[src/rtl/timer_one_pkg.sv]
package timer_one_pkg;

   // Register offsets on the plain register port
   localparam logic [7:0] FLAG_REG_OFFSET    = 8'h0c;
   localparam logic [7:0] ENABLE_REG_OFFSET  = 8'h8c;
   localparam logic [7:0] COUNT_LOW_OFFSET   = 8'h0e;
   localparam logic [7:0] COUNT_HIGH_OFFSET  = 8'h0f;
   localparam logic [7:0] CONTROL_OFFSET     = 8'h10;

   // Field positions
   localparam int GATE_BIT      = 0;
   localparam int SOURCE_BIT    = 1;
   localparam int SYNC_DIS_BIT  = 2;
   localparam int OSC_EN_BIT    = 3;
   localparam int DIVIDER_LSB   = 4;
   localparam int DIVIDER_MSB   = 5;
   localparam int OVERFLOW_BIT  = 0;

   // Reset values
   localparam logic [7:0] CONTROL_RESET  = 8'h00;
   localparam logic       FLAG_RESET     = 1'b0;
   localparam logic       ENABLE_RESET   = 1'b0;

   // Count limits
   localparam logic [15:0] COUNT_MAX     = 16'hffff;
   localparam logic [15:0] COUNT_ZERO    = 16'h0000;

   // Instruction clock is one quarter of mclk
   localparam logic [1:0]  PHASE_LAST    = 2'h3;

   // Control register fields, bit 5 down to bit 0
   typedef struct packed
   {
      logic [1:0] divider;
      logic       osc_enable;
      logic       sync_disable;
      logic       source;
      logic       gate;
   } control_type;

   // One register port request
   typedef struct packed
   {
      logic [7:0] addr;
      logic [7:0] wdata;
      logic       wr;
      logic       rd;
   } bus_req_type;

   typedef enum logic [3:0]
   {
      MODE_STOPPED = 4'b0001,
      MODE_TIMER   = 4'b0010,
      MODE_SYNC    = 4'b0100,
      MODE_ASYNC   = 4'b1000
   } mode_type;

endpackage

[src/rtl/input_divider.sv]
`timescale 1ns/1ps

// Divides a stream of one-cycle ticks by 1, 2, 4 or 8
module input_divider
(
   // Clock and reset
   input  wire logic       mclk,
   input  wire logic       rstn,
   // Control
   input  wire logic       clear,
   input  wire logic [1:0] select,
   // Ticks in and out
   input  wire logic       tick_in,
   output logic            tick_out
);

   logic [2:0] stage_reg;
   logic       out_reg;

   function automatic logic [2:0] tap_mask(input logic [1:0] sel);
      logic [2:0] m;
      m = 3'h0;
      unique case (sel)
         2'h0: m = 3'h0;
         2'h1: m = 3'h1;
         2'h2: m = 3'h3;
         2'h3: m = 3'h7;
      endcase
      return m;
   endfunction

   // Ripple stages modelled as one counter advanced by the source edge
   always_ff @(posedge mclk or negedge rstn)
   begin
      if (!rstn)
         stage_reg <= 3'h0;
      else if (clear)
         stage_reg <= 3'h0;
      else if (tick_in)
         stage_reg <= stage_reg + 3'h1;
   end

   // Output fires when every selected stage wraps
   always_ff @(posedge mclk or negedge rstn)
   begin
      if (!rstn)
         out_reg <= 1'b0;
      else
         out_reg <= tick_in && !clear
                    && ((stage_reg & tap_mask(select)) == tap_mask(select));
   end

   assign tick_out = out_reg;

endmodule

[src/rtl/timer_one.sv]
`timescale 1ns/1ps

module timer_one
(
   // Clock and power-on reset
   input  wire logic       mclk,
   input  wire logic       rstn,
   // Register port
   input  wire logic [7:0] addr,
   input  wire logic [7:0] wdata,
   input  wire logic       wr_strobe,
   input  wire logic       rd_strobe,
   output logic      [7:0] rdata,
   // Count inputs and system status
   input  wire logic       external_count_pin,
   input  wire logic       crystal_input_pin,
   input  wire logic       sleep_mode,
   input  wire logic       special_event_trigger,
   // Status towards the rest of the chip
   output logic            overflow_irq,
   output logic            wake_request,
   output logic            crystal_osc_run,
   output logic            osc_pins_forced_input,
   output logic            capture_time_base_ok
);

   timer_one_pkg::bus_req_type req;
   timer_one_pkg::control_type ctrl_reg;
   timer_one_pkg::mode_type    mode_reg;
   timer_one_pkg::mode_type    mode_next;

   logic [15:0] count_reg;
   logic        flag_reg;
   logic        enable_reg;
   logic [7:0]  rdata_reg;
   logic [1:0]  phase_reg;
   logic        pin_prev_reg;
   logic        osc_prev_reg;
   logic        armed_reg;
   logic        sync_first_reg;
   logic        sync_second_reg;
   logic        irq_reg;
   logic        wake_reg;
   logic        osc_run_reg;
   logic        forced_reg;
   logic        time_base_reg;

   logic        selected_pin;
   logic        pin_rise;
   logic        pin_fall;
   logic        instr_tick;
   logic        divider_in;
   logic        divider_out;
   logic        count_write;
   logic        write_low;
   logic        write_high;
   logic        increment;
   logic        overflow;

   assign req.addr  = addr;
   assign req.wdata = wdata;
   assign req.wr    = wr_strobe;
   assign req.rd    = rd_strobe;

   function automatic logic hit_write(input timer_one_pkg::bus_req_type r,
                                      input logic [7:0] offset);
      return r.wr && (r.addr == offset);
   endfunction

   assign write_low   = hit_write(req, timer_one_pkg::COUNT_LOW_OFFSET);
   assign write_high  = hit_write(req, timer_one_pkg::COUNT_HIGH_OFFSET);
   assign count_write = write_low || write_high;

   // Edge source for counter mode
   assign selected_pin = ctrl_reg.osc_enable ? crystal_input_pin
                                             : external_count_pin;
   assign pin_rise = selected_pin && !pin_prev_reg;
   assign pin_fall = !selected_pin && pin_prev_reg;

   // Internal instruction clock stops with the core in sleep
   assign instr_tick = (phase_reg == timer_one_pkg::PHASE_LAST) && !sleep_mode;

   // Mode decode
   always_comb
   begin
      mode_next = timer_one_pkg::MODE_STOPPED;
      if (!ctrl_reg.gate)
         mode_next = timer_one_pkg::MODE_STOPPED;
      else if (!ctrl_reg.source)
         mode_next = timer_one_pkg::MODE_TIMER;
      else if (ctrl_reg.sync_disable)
         mode_next = timer_one_pkg::MODE_ASYNC;
      else
         mode_next = timer_one_pkg::MODE_SYNC;
   end

   always_ff @(posedge mclk or negedge rstn)
   begin
      if (!rstn)
         mode_reg <= timer_one_pkg::MODE_STOPPED;
      else
         mode_reg <= mode_next;
   end

   // Instruction phase counter
   always_ff @(posedge mclk or negedge rstn)
   begin
      if (!rstn)
         phase_reg <= 2'h0;
      else
         phase_reg <= phase_reg + 2'h1;
   end

   // Pin history for edge detection; inputs are already synchronous
   always_ff @(posedge mclk or negedge rstn)
   begin
      if (!rstn)
         pin_prev_reg <= 1'b0;
      else
         pin_prev_reg <= selected_pin;
   end

   // Pin source history; after a pin switch the old pin's level means nothing
   always_ff @(posedge mclk or negedge rstn)
   begin
      if (!rstn)
         osc_prev_reg <= 1'b0;
      else
         osc_prev_reg <= ctrl_reg.osc_enable;
   end

   // A falling edge must be seen after enabling before rising edges count
   always_ff @(posedge mclk or negedge rstn)
   begin
      if (!rstn)
         armed_reg <= 1'b0;
      else if (!ctrl_reg.gate || !ctrl_reg.source
               || (ctrl_reg.osc_enable != osc_prev_reg))
         armed_reg <= 1'b0;
      else if (pin_fall)
         armed_reg <= 1'b1;
   end

   // Divider input: external edges are not gated by sleep
   always_comb
   begin
      divider_in = 1'b0;
      unique case (mode_reg)
         timer_one_pkg::MODE_STOPPED: divider_in = 1'b0;
         timer_one_pkg::MODE_TIMER:   divider_in = instr_tick;
         timer_one_pkg::MODE_SYNC:    divider_in = pin_rise && armed_reg;
         timer_one_pkg::MODE_ASYNC:   divider_in = pin_rise && armed_reg;
      endcase
   end

   input_divider divider
   (
      .mclk     (mclk),
      .rstn     (rstn),
      .clear    (count_write),
      .select   (ctrl_reg.divider),
      .tick_in  (divider_in),
      .tick_out (divider_out)
   );

   // Synchroniser after the divider; held at zero during sleep
   always_ff @(posedge mclk or negedge rstn)
   begin
      if (!rstn)
      begin
         sync_first_reg  <= 1'b0;
         sync_second_reg <= 1'b0;
      end
      else if (sleep_mode)
      begin
         sync_first_reg  <= 1'b0;
         sync_second_reg <= 1'b0;
      end
      else
      begin
         sync_first_reg  <= divider_out;
         sync_second_reg <= sync_first_reg;
      end
   end

   // Increment source per mode
   always_comb
   begin
      increment = 1'b0;
      unique case (mode_reg)
         timer_one_pkg::MODE_STOPPED: increment = 1'b0;
         timer_one_pkg::MODE_TIMER:   increment = divider_out;
         timer_one_pkg::MODE_SYNC:    increment = sync_second_reg;
         timer_one_pkg::MODE_ASYNC:   increment = divider_out;
      endcase
   end

   assign overflow = increment && !count_write && !special_event_trigger
                     && (count_reg == timer_one_pkg::COUNT_MAX);

   // Count has no reset at all; only the trigger or software defines it.
   // A write that meets an increment simply wins over it.
   always_ff @(posedge mclk)
   begin
      if (count_write)
      begin
         if (write_low)
            count_reg[7:0] <= req.wdata;
         if (write_high)
            count_reg[15:8] <= req.wdata;
      end
      else if (special_event_trigger)
         count_reg <= timer_one_pkg::COUNT_ZERO;
      else if (increment)
         count_reg <= count_reg + 16'h0001;
   end

   // Control register, cleared only by the power-on reset
   always_ff @(posedge mclk or negedge rstn)
   begin
      if (!rstn)
         ctrl_reg <= timer_one_pkg::CONTROL_RESET[5:0];
      else if (hit_write(req, timer_one_pkg::CONTROL_OFFSET))
         ctrl_reg <= req.wdata[timer_one_pkg::DIVIDER_MSB:0];
   end

   // Sticky overflow flag; a new overflow beats a software clear
   always_ff @(posedge mclk or negedge rstn)
   begin
      if (!rstn)
         flag_reg <= timer_one_pkg::FLAG_RESET;
      else if (overflow)
         flag_reg <= 1'b1;
      else if (hit_write(req, timer_one_pkg::FLAG_REG_OFFSET))
         flag_reg <= req.wdata[timer_one_pkg::OVERFLOW_BIT];
   end

   always_ff @(posedge mclk or negedge rstn)
   begin
      if (!rstn)
         enable_reg <= timer_one_pkg::ENABLE_RESET;
      else if (hit_write(req, timer_one_pkg::ENABLE_REG_OFFSET))
         enable_reg <= req.wdata[timer_one_pkg::OVERFLOW_BIT];
   end

   // Read data from registered state, so a byte never tears mid-cycle
   always_ff @(posedge mclk or negedge rstn)
   begin
      if (!rstn)
         rdata_reg <= 8'h00;
      else if (req.rd)
      begin
         unique case (req.addr)
            timer_one_pkg::COUNT_LOW_OFFSET:
               rdata_reg <= count_reg[7:0];
            timer_one_pkg::COUNT_HIGH_OFFSET:
               rdata_reg <= count_reg[15:8];
            timer_one_pkg::CONTROL_OFFSET:
               rdata_reg <= {2'h0, ctrl_reg};
            timer_one_pkg::FLAG_REG_OFFSET:
               rdata_reg <= {7'h00, flag_reg};
            timer_one_pkg::ENABLE_REG_OFFSET:
               rdata_reg <= {7'h00, enable_reg};
            default:
               rdata_reg <= 8'h00;
         endcase
      end
      else
         rdata_reg <= 8'h00;
   end

   // Interrupt request follows the flag, gated by the enable, one cycle later
   always_ff @(posedge mclk or negedge rstn)
   begin
      if (!rstn)
         irq_reg <= 1'b0;
      else
         irq_reg <= flag_reg && enable_reg;
   end

   // Wake-up is only asked for while the processor sleeps
   always_ff @(posedge mclk or negedge rstn)
   begin
      if (!rstn)
         wake_reg <= 1'b0;
      else
         wake_reg <= flag_reg && enable_reg && sleep_mode;
   end

   // Oscillator runs while enabled, sleep or not
   always_ff @(posedge mclk or negedge rstn)
   begin
      if (!rstn)
         osc_run_reg <= 1'b0;
      else
         osc_run_reg <= ctrl_reg.osc_enable;
   end

   // Port logic forces both crystal pins to inputs reading zero
   always_ff @(posedge mclk or negedge rstn)
   begin
      if (!rstn)
         forced_reg <= 1'b0;
      else
         forced_reg <= ctrl_reg.osc_enable;
   end

   // Capture and compare must not lean on the unsynchronised count
   always_ff @(posedge mclk or negedge rstn)
   begin
      if (!rstn)
         time_base_reg <= 1'b0;
      else
         time_base_reg <= mode_reg != timer_one_pkg::MODE_ASYNC;
   end

   assign rdata                 = rdata_reg;
   assign overflow_irq          = irq_reg;
   assign wake_request          = wake_reg;
   assign crystal_osc_run       = osc_run_reg;
   assign osc_pins_forced_input = forced_reg;
   assign capture_time_base_ok  = time_base_reg;

endmodule

[config.mk]
export PLATFORM = sky130hd
export DESIGN_NAME = timer_one
export DESIGN_NICKNAME = d
export VERILOG_FILES = /design/src/rtl/timer_one_pkg.sv /design/src/rtl/input_divider.sv /design/src/rtl/timer_one.sv
export SDC_FILE = /design/constraint.sdc
export NUM_CORES = 1
export LEC_CHECK = 0
export BUFFER_PORTS_ARGS = -buffer_cell sky130_fd_sc_hd__buf_2
export CORE_MARGIN = 2
export CORE_UTILIZATION = 47
export CTS_CLUSTER_SIZE = 16
export DETAILED_ROUTE_END_ITERATION = 8
export HOLD_SLACK_MARGIN = 0.05
export PLACE_DENSITY = 0.8
export SETUP_SLACK_MARGIN = 0.15
export SYNTH_ARGS = -nofsm -noshare
export SYNTH_HDL_FRONTEND = slang
export SYNTH_SLANG_ARGS = --single-unit
export TNS_END_PERCENT = 30
[constraint.sdc]
create_clock -name mclk -period 2.56 [get_ports mclk]
set_clock_uncertainty 0.2 [all_clocks]
set_input_delay 0.128 -clock mclk [delete_from_list [all_inputs] [get_ports mclk]]
set_output_delay 0.128 -clock mclk [all_outputs]
set_load 0.02 [all_outputs]
==> out/metrics.csv <==
metric;value;unit
Cell Area, Synth;2600;µm²
dominant synthesized flop cell;dfrtp_1;
Final nets;315;
fraction of layout cells with a size suffix above 1;22.15;%
setup TNS;0;ns
number of diodes;0;
GPL Wtd Cong;0.8721;
core area;5439;µm²
DR DRC count;0;
Synthesis Warnings;0;
syn nets;258;
Async S/R FF share, synth;68.00;%
most common cell after layout, fill and taps aside;buf_2;
slew at the pin closest to its max-slew limit;0.7226;ns
Finished Core Util;58.11;%
most frequent cells in the layout;buf_2, dfrtp_1, nand2_1;
max_cap viols;0;
Initial DRT Pass Iterations;4;
status;complete, no violations;
Cells after Synth;231;
Post-CTS Setup Bufs;0;
Max Slew Vio Count;0;
Die ar.;6143;µm²
1st-iter DRT viols;181;
critical path's largest stage delay;0.56;ns
Max Freq;433.3;MHz
vias in the first global route;1964;
CTS root buf;clkbuf_8;
final wirelength;5565;µm
Tmin final;2.308;ns
Area Growth Syn to Fin;21.56;%
Post-synth EDFFs;16;
DIE HEIGHT;78.38;µm
initial antenna violation count;0;
leak pwr;1.378;nW
post-synthesis xor/xnor area fraction;4.042;%
post-synthesis cell type count;52;
Period Utilization, post-route;90.15;%
Synth Area in Compound Gates;10.68;%
Reg clk slew, reported paths;0.09;ns
count of input and output buffers;36;
Slew headroom;51.82;%
flops & latches, synth;50;
post-synthesis average cell area;11.26;µm²
first-pass GRT wire length;9335;µm
dpl hpwl;4105;µm
via-per-instance ratio;5.504;
Antenna Nets Post-Route;0;
worst path required time;2.55;ns
WHS;0.07654;ns
Initial Util;47.80;%
aggregate global routing overflow;0;
die width;78.38;µm
adder-cell share of the synthesized area;1.444;%
Clock Sinks;50;
H-tree depth;2;
Total GRT Usage;19.57;%
RSZ-0062 raised after global routing;false;
area of the multi-input gates;1212;µm²
CP max stage cell;dlygate4sd3_1;
largest family of logic cells by synthesized area;simple AND/OR/NAND/NOR gates;
worst-path maximum fanout;4;
CTS buffer count;5;
Reg area;1333;µm²
CP bufs+invs;3;
crit start category;primary input;
clock latency on the worst-skew pair;0.31;ns
worst IR drop on VDD;0.2917;mV
wire per inst;15.42;µm
row count;27;
Setup CP Type;in2reg;
Final Hold Fails;0;
post-synthesis sequential area ratio;51.25;%
CP top delay family;buffers and inverters;
Largest register FFs;16;
CP cell instances;dlygate4sd3_1 -> buf_2 -> nor4_2 -> nand3_1 -> mux2_1 -> dlygate4sd3_1;
Worst setup EP type;flop;
largest net degree at the start of global routing;35;
CTS tree;done;
area share of and/or/nand/nor cells after synthesis;22.28;%
worst-case clock buffer depth;2;
endpoints failing setup;0;
vias;1987;
FILL cells;456;
crit-path most repeated cell;dlygate4sd3_1;
Hold Path Class;in2reg;
crit path DAT;2.30;ns
mux share of post-synthesis cell area;7.988;%
I/O Pins;37;
pwr dens;526.1;nW/µm²
## power by group
| group | internal [mW] | switching (mW) | total, mW |
|---|---|---|---|
| logic | 0.0697 | 0.0803 | 0.150 |
| registers | 0.856 | 0.0374 | 0.894 |
| clock network | 0.352 | 0.267 | 0.619 |
## metrics by stage
| step | cell area (µm²) | power, mW | worst slack [ns] | instances |
|---|---|---|---|---|
| 5_1_grt | 3161 | 1.734 | 0.2186 | 361 |
| 3_3_place_gp | 2863 | 1.035 | 0.4789 | 337 |
| 2_1_floorplan | 2600 | 0.9761 | 0.7019 | 231 |
| 3_5_place_dp | 2863 | 1.039 | 0.4111 | 337 |
| 4_1_cts | 3156 | 1.669 | 0.2843 | 361 |
| 6_report | 3161 | 1.663 | 0.2521 | 361 |
## cell type report
type	instances	area share (%)
repair buffers	54	11.24
clock buffers	6	2.969
multi-input cells	167	38.36
flip-flops and latches	50	42.16
well taps	72	2.850
inverters	10	1.188
clock inverters	2	1.227
## logic make-up (layout without fill, tap and decap cells)
group,count (synthesis),count (layout)
AO/OA/AOI/OAI,40,40
XOR/XNOR,12,12
adder cells (fa/ha/maj),3,3
buffers and inverters,14,72
flip-flops,50,50
multiplexers,19,19
AND/OR/NAND/NOR,93,93
## worst reg2reg max path: stages, from the launching register on
cell      delay, ns
edfxtp_1       0.47
ha_1           0.28
inv_1          0.13
nor4_4         0.39
and3_1         0.20
o211ai_1       0.09
## cell usage after synthesis (3+ instances only)
cell type,instances,share of area [%]
xor2_1,4,1.3
nand3_1,6,1.2
nand2_1,21,3.0
nor4_1,3,0.72
nor3_1,3,0.58
dfrtp_1,33,32
mux2_1,13,5.6
a22oi_1,8,2.3
nand3b_1,3,0.87
xnor2_1,8,2.7
nand4_1,6,1.4
mux2i_1,5,1.9
o21ai_1,13,2.5
nor2_1,20,2.9
nor2b_1,5,1.2
and2_1,3,0.72
ha_1,3,1.4
inv_1,10,1.4
a21oi_1,4,0.77
o21ai_2,3,1.0
buf_2,3,0.58
edfxtp_1,16,18
and3_1,4,0.96
## per-layer routing
layer / GRT usage [%] / share of wire [%] / vias up
met5: 0 / 0 / -
met4: 7.193 / 1.4 / 0
li1: - / - / 968
met1: 24.49 / 45 / 966
met3: 3.218 / 2.9 / 9
met2: 34.14 / 51 / 44
## final timing paths
kind / start / end / slack [ns] / cells after the start
setup reg to reg: count_reg[0]$_DFFE_PP_ / count_reg[14]$_DFFE_PP_ / 0.55 / 5
hold reg to reg: phase_reg[0]$_DFF_PN0_ / phase_reg[0]$_DFF_PN0_ / 0.24 / 1
setup / recovery: addr[6] / enable_reg$_DFFE_PN0P_ / 0.25 / 6
min in group asynchronous: rstn / divider.stage_reg[2]$_DFFE_PN0P_ / 0.21 / 2
hold / removal: wr_strobe / flag_reg$_DFFE_PN0P_ / 0.08 / 5
max in group asynchronous: rstn / capture_time_base_ok$_DFF_PN0_ / 1.49 / 2
## what timing repair did
| item | 4_1_cts | 5_1_grt |
|---|---|---|
| gates resized for setup | 0 | 1 |
| hold buffers | 16 | 0 |
| hold endpoints to repair | 65 | 0 |
| setup endpoints to repair | 0 | 8 |
(Power assumes the default switching activity.)
